## src/pkg/gpio_map.svh

```systemverilog
// register offsets, reset values and bus response codes of one gpio port
// assumes a 32-bit axi4-lite slave with a 12-bit byte address window
//
// Overview of operation
// RULE1 - reset: inputs, software control, debug pins alternate
// RULE2 - data write touches only address-masked bits
// RULE3 - data read returns zero for masked bits
// RULE4 - data register spans 256 word locations
// RULE5 - each pin individually input or output
// RULE6 - direction one drives pin from data
// RULE7 - one combined port interrupt output
// RULE8 - edge interrupt pends until software clears
// RULE9 - level source holds level until recognised
// RULE10 - sense bit: zero edge, one level
// RULE11 - polarity: zero low/falling, one high/rising
// RULE12 - dual-edge bit triggers both edges
// RULE13 - enable bit gates condition to controller
// RULE14 - raw shows all, gated shows enabled
// RULE15 - writing one to clear register clears
// RULE16 - port b pin four enabled sends trigger
// RULE17 - changing sense settings may cause spurious irq
// RULE18 - alternate select hands pin to peripheral
// RULE19 - analog use needs digital controls cleared
// RULE20 - read-only identification registers
// RULE21 - software enables port clock first
// RULE22 - five identical independent port instances
// RULE23 - unconnected bits ignore writes, read meaningless
// RULE24 - eight pins, upper bits read zero
// RULE25 - inputs synchronised; level raw follows pin
`ifndef GPIO_MAP_SVH
`define GPIO_MAP_SVH
`define OFS_DIR 12'h400
`define OFS_SENSE 12'h404
`define OFS_DUAL 12'h408
`define OFS_POL 12'h40C
`define OFS_IEN 12'h410
`define OFS_RAW 12'h414
`define OFS_GATED 12'h418
`define OFS_ICLR 12'h41C
`define OFS_AFSEL 12'h420
`define OFS_DRV2 12'h500
`define OFS_DRV4 12'h504
`define OFS_DRV8 12'h508
`define OFS_ODR 12'h50C
`define OFS_PUR 12'h510
`define OFS_PDR 12'h514
`define OFS_SLR 12'h518
`define OFS_DEN 12'h51C
`define OFS_ID_BASE 12'hFD0
`define OFS_ID0 12'hFE0
`define OFS_ID1 12'hFE4
`define OFS_ID2 12'hFE8
`define OFS_ID3 12'hFEC
`define DATA_REGION_LIMIT 12'h400
`define RST_ZERO 8'h00
`define RST_ONES 8'hFF
`define AXI_OKAY 2'h0
`define AXI_SLVERR 2'h2
`endif

```

## src/pkg/gpio_pkg.sv

```systemverilog
// types shared by the gpio port
// assumes the map header supplies all numbers
package gpio_pkg;
    // all software-visible per-pin configuration
    typedef struct packed {
        logic [7:0] data;
        logic [7:0] dir;
        logic [7:0] sense;
        logic [7:0] dual;
        logic [7:0] pol;
        logic [7:0] ien;
        logic [7:0] afsel;
        logic [7:0] drv2;
        logic [7:0] drv4;
        logic [7:0] drv8;
        logic [7:0] odr;
        logic [7:0] pur;
        logic [7:0] pdr;
        logic [7:0] slr;
        logic [7:0] den;
    } cfg_t;
    // pad-side bundle towards the pins
    typedef struct packed {
        logic [7:0] out;
        logic [7:0] oe;
    } pad_drive_t;
    // axi write channel phases
    typedef enum logic [1:0] {W_IDLE, W_RESP} wr_phase_t;
    // axi read channel phases
    typedef enum logic [1:0] {R_IDLE, R_DATA} rd_phase_t;
endpackage : gpio_pkg

```

## src/rtl/gpio_port.sv

```systemverilog
// one eight-pin gpio port with pin interrupts behind an axi4-lite slave
// assumes aclk is the gated peripheral clock; five copies are placed by the chip, see RULE22
//
// Chosen here: the register addresses and register access over AXI4-Lite.
`include "gpio_map.svh"
module gpio_port #(
    parameter logic [7:0] AFSEL_RESET = 8'h00, // debug pins of this copy, see RULE1
    parameter logic [7:0] PIN_PRESENT = 8'hFF, // bonded pads, see RULE23
    parameter bit TRIGGER_PIN_EN = 1'h0, // set on port b only, see RULE16
    parameter int TRIGGER_PIN = 4,
    parameter logic [7:0] ID0 = 8'h5A, // arbitrary identification value
    parameter logic [7:0] ID1 = 8'h3C, // arbitrary identification value
    parameter logic [7:0] ID2 = 8'h11, // arbitrary identification value
    parameter logic [7:0] ID3 = 8'h22 // arbitrary identification value
) (
    // clock and reset
    input wire logic aclk,
    input wire logic aresetn,
    // axi4-lite write address and data
    input wire logic [11:0] s_axi_awaddr,
    input wire logic s_axi_awvalid,
    output logic s_axi_awready,
    input wire logic [31:0] s_axi_wdata,
    input wire logic [3:0] s_axi_wstrb,
    input wire logic s_axi_wvalid,
    output logic s_axi_wready,
    // axi4-lite write response
    output logic [1:0] s_axi_bresp,
    output logic s_axi_bvalid,
    input wire logic s_axi_bready,
    // axi4-lite read
    input wire logic [11:0] s_axi_araddr,
    input wire logic s_axi_arvalid,
    output logic s_axi_arready,
    output logic [31:0] s_axi_rdata,
    output logic [1:0] s_axi_rresp,
    output logic s_axi_rvalid,
    input wire logic s_axi_rready,
    // pins
    input wire logic [7:0] pin_in,
    output logic [7:0] pin_out,
    output logic [7:0] pin_oe,
    // alternate peripheral side
    input wire logic [7:0] periph_out,
    input wire logic [7:0] periph_oe,
    output logic [7:0] periph_in,
    // pad options
    output logic [7:0] pad_pull_up,
    output logic [7:0] pad_pull_down,
    output logic [7:0] pad_open_drain,
    output logic [7:0] pad_drive_low,
    output logic [7:0] pad_drive_mid,
    output logic [7:0] pad_drive_high,
    output logic [7:0] pad_slew_limit,
    output logic [7:0] pad_digital_en,
    // interrupt and converter trigger
    output logic port_irq,
    output logic converter_trigger
);
    // refuse a trigger pin outside the eight pins of the port
    if (TRIGGER_PIN < 0 || TRIGGER_PIN > 7) begin : g_bad_trigger_pin
        $error("gpio_port: trigger pin out of range");
    end

    // whole state of the port in one struct
    typedef struct packed {
        gpio_pkg::cfg_t cfg; // software registers
        logic [7:0] sync1; // first synchroniser stage
        logic [7:0] sync2; // synchronised pins
        logic [7:0] prev; // last synchronised level
        logic [7:0] edge_pend; // latched edge events
        gpio_pkg::wr_phase_t wph; // write channel
        logic [1:0] bresp;
        gpio_pkg::rd_phase_t rph; // read channel
        logic [31:0] rdata;
        logic [1:0] rresp;
        logic [11:0] awaddr_h; // captured write address
        logic aw_got;
        logic [31:0] wdata_h; // captured write data
        logic [3:0] wstrb_h;
        logic w_got;
        logic trig; // registered converter trigger
        logic gate_prev; // gated trigger-pin condition one cycle ago
    } state_t;

    state_t st_r; // registered state
    state_t st_nxt; // next state
    logic [7:0] raw; // raw status
    logic [7:0] lvl_hit; // level condition per pin
    logic [7:0] edge_hit; // edge event this cycle
    logic [7:0] pad_level; // value seen by data reads

    // byte mask from the write strobes; only lane 0 holds data
    function automatic logic [7:0] lane0(input logic [31:0] d, input logic [3:0] s);
        lane0 = s[0] ? d[7:0] : 8'h00;
    endfunction : lane0

    // register readback by offset, ok flag set for mapped words
    function automatic logic [32:0] rd_word(input state_t s, input logic [11:0] a,
                                            input logic [7:0] r, input logic [7:0] lv);
        logic [7:0] v;
        logic ok;
        v = 8'h00;
        ok = 1'b1;
        if (a < `DATA_REGION_LIMIT) begin
            v = lv & a[9:2]; // see RULE3 see RULE4
        end else begin
            case (a)
                `OFS_DIR: v = s.cfg.dir;
                `OFS_SENSE: v = s.cfg.sense;
                `OFS_DUAL: v = s.cfg.dual;
                `OFS_POL: v = s.cfg.pol;
                `OFS_IEN: v = s.cfg.ien;
                `OFS_RAW: v = r; // see RULE14
                `OFS_GATED: v = r & s.cfg.ien; // see RULE14
                `OFS_ICLR: v = 8'h00; // write-only
                `OFS_AFSEL: v = s.cfg.afsel;
                `OFS_DRV2: v = s.cfg.drv2;
                `OFS_DRV4: v = s.cfg.drv4;
                `OFS_DRV8: v = s.cfg.drv8;
                `OFS_ODR: v = s.cfg.odr;
                `OFS_PUR: v = s.cfg.pur;
                `OFS_PDR: v = s.cfg.pdr;
                `OFS_SLR: v = s.cfg.slr;
                `OFS_DEN: v = s.cfg.den;
                // identification words, read only, see RULE20
                `OFS_ID0: v = ID0;
                `OFS_ID1: v = ID1;
                `OFS_ID2: v = ID2;
                `OFS_ID3: v = ID3;
                default: begin
                    ok = (a >= `OFS_ID_BASE) && (a[1:0] == 2'h0); // other id words read zero
                end
            endcase
        end
        rd_word = {ok, 24'h000000, v}; // upper bits zero, see RULE24
    endfunction : rd_word

    // detection: level follows the pin, edges latch until cleared
    // a settings write can still raise a level condition: enables off first, see RULE17
    always_comb begin
        for (int i = 0; i < 8; i++) begin
            lvl_hit[i] = st_r.cfg.pol[i] ? st_r.sync2[i] : ~st_r.sync2[i]; // see RULE11
            if (st_r.cfg.dual[i]) begin
                edge_hit[i] = st_r.sync2[i] ^ st_r.prev[i]; // see RULE12
            end else if (st_r.cfg.pol[i]) begin
                edge_hit[i] = st_r.sync2[i] & ~st_r.prev[i];
            end else begin
                edge_hit[i] = ~st_r.sync2[i] & st_r.prev[i];
            end
        end
        // level-sensitive raw tracks the pin, no latch; see RULE10 see RULE25
        raw = ((st_r.cfg.sense & lvl_hit) | (~st_r.cfg.sense & st_r.edge_pend)) & PIN_PRESENT;
        // outputs read back last written value, inputs the pad, see RULE6
        pad_level = ((st_r.cfg.dir & st_r.cfg.data) | (~st_r.cfg.dir & st_r.sync2)) & PIN_PRESENT;
    end

    // next-state logic: bus slave, register writes, event capture
    always_comb begin
        logic [11:0] wa;
        logic [7:0] wd;
        logic [7:0] clr;
        logic [32:0] rw;
        logic [32:0] wr_chk;
        logic do_wr;
        wa = 12'h000;
        wr_chk = 33'h0;
        wd = 8'h00;
        clr = 8'h00;
        rw = 33'h0;
        do_wr = 1'b0;
        st_nxt = st_r;
        st_nxt.sync1 = pin_in;
        st_nxt.sync2 = st_r.sync1;
        st_nxt.prev = st_r.sync2;
        // take address and data in either order
        if (s_axi_awvalid && !st_r.aw_got && st_r.wph == gpio_pkg::W_IDLE) begin
            st_nxt.awaddr_h = s_axi_awaddr;
            st_nxt.aw_got = 1'b1;
        end
        if (s_axi_wvalid && !st_r.w_got && st_r.wph == gpio_pkg::W_IDLE) begin
            st_nxt.wdata_h = s_axi_wdata;
            st_nxt.wstrb_h = s_axi_wstrb;
            st_nxt.w_got = 1'b1;
        end
        case (st_r.wph)
            gpio_pkg::W_IDLE: begin
                if (st_r.aw_got && st_r.w_got) begin
                    do_wr = 1'b1;
                    wa = {st_r.awaddr_h[11:2], 2'h0};
                    wd = lane0(st_r.wdata_h, st_r.wstrb_h) & PIN_PRESENT; // see RULE23
                    st_nxt.aw_got = 1'b0;
                    st_nxt.w_got = 1'b0;
                    st_nxt.wph = gpio_pkg::W_RESP;
                    st_nxt.bresp = `AXI_OKAY;
                end
            end
            gpio_pkg::W_RESP: begin
                if (s_axi_bready) begin
                    st_nxt.wph = gpio_pkg::W_IDLE;
                end
            end
            default: st_nxt.wph = gpio_pkg::W_IDLE;
        endcase
        // address decode check, shared by both strobe cases
        wr_chk = rd_word(st_r, wa, raw, pad_level);
        // write decode; strobe lane 0 off means the byte is kept
        if (do_wr && st_r.wstrb_h[0]) begin
            if (wa < `DATA_REGION_LIMIT) begin
                // masked update of the data register, see RULE2 see RULE4
                st_nxt.cfg.data = (st_r.cfg.data & ~(wa[9:2] & PIN_PRESENT)) | (wd & wa[9:2]);
            end else begin
                case (wa)
                    `OFS_DIR: st_nxt.cfg.dir = wd; // see RULE5
                    `OFS_SENSE: st_nxt.cfg.sense = wd;
                    `OFS_DUAL: st_nxt.cfg.dual = wd;
                    `OFS_POL: st_nxt.cfg.pol = wd;
                    `OFS_IEN: st_nxt.cfg.ien = wd; // see RULE13
                    `OFS_ICLR: clr = wd; // see RULE15
                    `OFS_AFSEL: st_nxt.cfg.afsel = wd;
                    `OFS_DRV2: st_nxt.cfg.drv2 = wd;
                    `OFS_DRV4: st_nxt.cfg.drv4 = wd;
                    `OFS_DRV8: st_nxt.cfg.drv8 = wd;
                    `OFS_ODR: st_nxt.cfg.odr = wd;
                    `OFS_PUR: st_nxt.cfg.pur = wd;
                    `OFS_PDR: st_nxt.cfg.pdr = wd;
                    `OFS_SLR: st_nxt.cfg.slr = wd;
                    `OFS_DEN: st_nxt.cfg.den = wd;
                    default: st_nxt.bresp = wr_chk[32] ? `AXI_OKAY : `AXI_SLVERR;
                endcase
            end
        end else if (do_wr && !(wa < `DATA_REGION_LIMIT) && !wr_chk[32]) begin
            st_nxt.bresp = `AXI_SLVERR;
        end
        // edges pend until cleared; a new edge beats a clear in the same cycle, see RULE8
        st_nxt.edge_pend = ((st_r.edge_pend & ~clr) | (edge_hit & ~st_r.cfg.sense)) & PIN_PRESENT;
        // read channel, one outstanding read
        case (st_r.rph)
            gpio_pkg::R_IDLE: begin
                if (s_axi_arvalid) begin
                    rw = rd_word(st_r, {s_axi_araddr[11:2], 2'h0}, raw, pad_level);
                    st_nxt.rdata = rw[31:0];
                    st_nxt.rresp = rw[32] ? `AXI_OKAY : `AXI_SLVERR;
                    st_nxt.rph = gpio_pkg::R_DATA;
                end
            end
            gpio_pkg::R_DATA: begin
                if (s_axi_rready) begin
                    st_nxt.rph = gpio_pkg::R_IDLE;
                end
            end
            default: st_nxt.rph = gpio_pkg::R_IDLE;
        endcase
        // one pulse on the rising gated condition of the trigger pin, see RULE16
        // a held level condition must not retrigger, so the last value is kept
        st_nxt.gate_prev = edge_hit_gated(st_r, raw, TRIGGER_PIN);
        st_nxt.trig = TRIGGER_PIN_EN && st_nxt.gate_prev && !st_r.gate_prev;
        // reset values: inputs under software, debug pins alternate, see RULE1
        if (!aresetn) begin
            st_nxt = '0;
            st_nxt.cfg.afsel = AFSEL_RESET;
            st_nxt.cfg.drv2 = `RST_ONES;
            st_nxt.cfg.pur = `RST_ONES;
            st_nxt.cfg.den = `RST_ONES;
            st_nxt.wph = gpio_pkg::W_IDLE;
            st_nxt.rph = gpio_pkg::R_IDLE;
        end
    end

    // gated condition on one pin: pending and enabled
    function automatic logic edge_hit_gated(input state_t s, input logic [7:0] r, input int p);
        edge_hit_gated = r[p[2:0]] & s.cfg.ien[p[2:0]];
    endfunction : edge_hit_gated

    // single state register, synchronous reset folded into st_nxt
    always_ff @(posedge aclk) begin
        st_r <= st_nxt;
    end

    // bus handshakes
    assign s_axi_awready = (st_r.wph == gpio_pkg::W_IDLE) && !st_r.aw_got;
    assign s_axi_wready = (st_r.wph == gpio_pkg::W_IDLE) && !st_r.w_got;
    assign s_axi_bvalid = (st_r.wph == gpio_pkg::W_RESP);
    assign s_axi_bresp = st_r.bresp;
    assign s_axi_arready = (st_r.rph == gpio_pkg::R_IDLE);
    assign s_axi_rvalid = (st_r.rph == gpio_pkg::R_DATA);
    assign s_axi_rdata = st_r.rdata;
    assign s_axi_rresp = st_r.rresp;

    // pin muxing between software and peripheral, see RULE18 see RULE6
    assign pin_out = (st_r.cfg.afsel & periph_out) | (~st_r.cfg.afsel & st_r.cfg.data);
    assign pin_oe = ((st_r.cfg.afsel & periph_oe) | (~st_r.cfg.afsel & st_r.cfg.dir))
                    & PIN_PRESENT;
    assign periph_in = st_r.sync2 & st_r.cfg.den; // digital input only when enabled
    assign pad_pull_up = st_r.cfg.pur;
    assign pad_pull_down = st_r.cfg.pdr;
    assign pad_open_drain = st_r.cfg.odr;
    assign pad_drive_low = st_r.cfg.drv2;
    assign pad_drive_mid = st_r.cfg.drv4;
    assign pad_drive_high = st_r.cfg.drv8;
    assign pad_slew_limit = st_r.cfg.slr;
    assign pad_digital_en = st_r.cfg.den;
    // any enabled pending pin raises the port line, see RULE7 see RULE13
    assign port_irq = |(raw & st_r.cfg.ien);
    assign converter_trigger = st_r.trig;
endmodule : gpio_port

```

## config.mk

```make
export PLATFORM = sky130hd
export DESIGN_NAME = gpio_port
export DESIGN_NICKNAME = d
export VERILOG_FILES = /design/src/pkg/gpio_pkg.sv /design/src/rtl/gpio_port.sv
export VERILOG_INCLUDE_DIRS = /design/src /design/src/pkg
export SDC_FILE = /design/constraint.sdc
export NUM_CORES = 1
export LEC_CHECK = 0
export BUFFER_PORTS_ARGS = -buffer_cell sky130_fd_sc_hd__buf_4
export CORE_ASPECT_RATIO = 2
export CORE_MARGIN = 4
export CORE_UTILIZATION = 40
export DETAILED_ROUTE_END_ITERATION = 16
export SYNTH_ARGS = -nofsm -noshare
export SYNTH_HDL_FRONTEND = slang
export SYNTH_SLANG_ARGS = --single-unit
```

## constraint.sdc

```tcl
create_clock -name aclk -period 2 [get_ports aclk]
set_input_delay 0.3 -clock aclk [delete_from_list [all_inputs] [get_ports aclk]]
set_output_delay 0.3 -clock aclk [all_outputs]
set_load 0.03 [all_outputs]
```

==> results.cfg <==
[run_status]
outcome = finished, violations left
violations = setup timing

[setup_path]
path_max_fanout = 4
crit_path_cell_trace = mux2i_1 -> nand2b_4 -> nand4_1 -> buf_6
cp_slowest_cell = dfxtp_1
critPathKind = reg2out
critPathArrivalTime_ns = 1.80
critPathMaxStageDelay_ns = 0.43
cp.required_ns = 1.70
endpoint_kind = primary output
startpoint_type = flop

[min_path]
hold_class = in2reg

[cts]
cts_buffers = 17
clk_pin_slew_worst_paths_ns = 0.07
clockBufferDepth = 2
htree_levels = 4
root_buffer = clkbuf_16
cts_tree = built
worstSkewPairLatency_ns = 0.46
cts.sinks = 186

[die]
num_rows = 82
die_area_um2 = 28400
die_y_um = 234
die_x_um = 121
pin_count = 222
start_util_pct = 40.8
core_um2 = 25100

[grt]
use_met2_pct = 50.9
grt_pass1_vias = 8954
gr-total-overflow = 0
grt_busiest_layer = met2
use_met1_pct = 27.7
grt_use_total_pct = 27.4
grtUsageMet3_pct = 4.16
grt_max_degree = 50
grt_antenna_before_repair = 0
grt_pass1_wl_um = 56500

[drt]
num_vias = 9045
ant_nets = 0
routedWlPerCell_um = 22.9
via_per_inst = 5.30
route.detailed.drc = 0
wirelength_um = 39100
dr.pass1.iters = 5
drt_iter0_drc = 524

[logic_synthesis]
synth_cells = 1186
synth_top_family_by_area = simple AND/OR/NAND/NOR gates
synth_area_um2 = 10300
syn_avg_cell_area_um2 = 8.65
yosys_warnings = 0
yosys.cell_types.count = 72
async_flop_share_pct = 0
synthAdderAreaFrac_pct = 1.95
synth_edf_count = 0
synth_xor_area_share_pct = 0.683
ys_seq_area_share_pct = 36.3
ys_ff_latch = 186
synthSimpleGateAreaFrac_pct = 21.7
synth_compound_area_share_pct = 15.4
synthMuxAreaShare_pct = 12.5
dominantRegCellSynth = dfxtp_1

[sta]
tightest_slew_ns = 0.468
slew_violations = 0
rsz0062_at_grt = yes
fin_crit_sh_pct = 105
postLayoutSetupSlackWorst_ns = -0.0984
layout_min_cycle_time_ns = 2.10
max_freq_ghz = 0.477
setup_tns_ns = -0.178
final-hold-violation-count = 0
final-setup-viol-count = 10
skew_ns = 0.0123
max_slew_margin_pct = 68.0

[layout]
layout-area-overhead-vs-synth_pct = 25.0
fin_nets = 1467
fin_area_um2 = 12800
finish.utilization_pct = 51.0
regMostFlops = st_r
largest_register_ffs = 111
nFillCells = 2466
drive_gt1_share_pct = 30.0
diodes = 0

[pwr]
peakVddDrop_mv = 0.575
p_total_uw = 8240
powerDensity_nw_per_um2 = 643
leakagePower_uw = 0.00511

[job]
cap_viol_max_count = 0

[place]
place_ws_ns = -0.180
numPortBuffers = 164
hpwlAfterDp_um = 31000
gp_congestion = 0.972
dpl_cell_area_um2 = 12000
-- path summary, 6_finish.rpt --
path / slack [ns] / cells past startpoint / end / start
setup / recovery: -0.1 / 4 / port_irq / st_r[221]
hold reg to reg: 0.43 / 1 / st_r[115] / st_r[123]
hold / removal: 0.04 / 2 / st_r[120] / pin_in[4]
setup reg to reg: -0.02 / 5 / pad_drive_high[5] / st_r[49]
-- layout make-up --
cell class                      count  area (µm²)  area share [%]
Clock buffer                       19         443            3.46
Clock inverter                     12         139            1.08
Inverter                           35         131            1.03
Multi-Input combinational cell    815        5560            43.4
Sequential cell                   186        3750            29.2
Tap cell                          336         420            3.28
Timing Repair Buffer              305        2370            18.5
-- placed cells by master (no fill, tap or decap), drive strengths merged, types with 16 or more instances in the layout --
| master | n |
|---|---|
| a21boi | 78 |
| and2 | 36 |
| buf | 305 |
| clkbuf | 19 |
| conb | 26 |
| dfxtp | 186 |
| ha | 16 |
| inv | 38 |
| mux2 | 28 |
| mux2i | 94 |
| nand2 | 183 |
| nand3 | 22 |
| nor2 | 27 |
| nor2b | 65 |
| o21ai | 34 |
-- cell usage after synthesis (all sizes together) (22+ instances only) --
cell / instances / area, µm²
nor2: 27 / 146
mux2: 28 / 315
nor2b: 65 / 407
and2: 36 / 225
nand2: 183 / 687
buf: 107 / 785
mux2i: 94 / 941
o21ai: 34 / 170
a21boi: 78 / 586
inv: 35 / 131
nand3: 22 / 110
clkbuf: 68 / 255
dfxtp: 186 / 3720
-- worst max-delay path, delay by kind of cell (launching register included) --
kind / cells / cell delay, ns
muxes: 1 / 0.33
buffers and inverters: 1 / 0.20
DFF: 1 / 0.43
and+or+nand+nor: 2 / 0.38
-- kinds of logic (layout without fill, tap and decap cells) --
family                     count (synthesis)  count (layout)
adders and majority gates                 16              16
and+or+nand+nor                          422             422
other                                      1              26
AOI/OAI and AO/OA                        220             220
DFF                                      186             186
muxes                                    123             123
xor gates and xnor gates                   8               8
buffers and inverters                    210             371
-- power by group --
group	leakage, µW	internal [µW]	total [µW]	switching, µW
logic	0.00332	401	965	564
registers	0.00152	3770	3830	63.4
clock network	0.000272	1880	3440	1560
total	0.00511	6050	8240	2190
-- what timing repair did --
| action | 4_1_cts | 5_1_grt |
|---|---|---|
| hold endpoints to repair | 0 | 0 |
| setup endpoints to repair | 26 | 51 |
| gates resized for setup | 24 | 10 |
| setup buffers | 10 | 0 |
| hold buffers | 0 | 0 |
| pin swaps | 8 | 2 |
-- layer usage --
layer  up-vias  share of wire, %
li1       4322                 -
met1      4316                36
met2       311                53
met3        96               4.2
met4         0               7.0
met5         -                 0
-- metrics by stage --
step,cells,hold WS (ns)
global placement,1667,0.418
CTS,1708,0.0248
global route,1708,0.0393
finish,1708,0.0439
detailed placement,1667,0.418
floorplan,1211,0.412
Power figures use the tool's default switching activity.
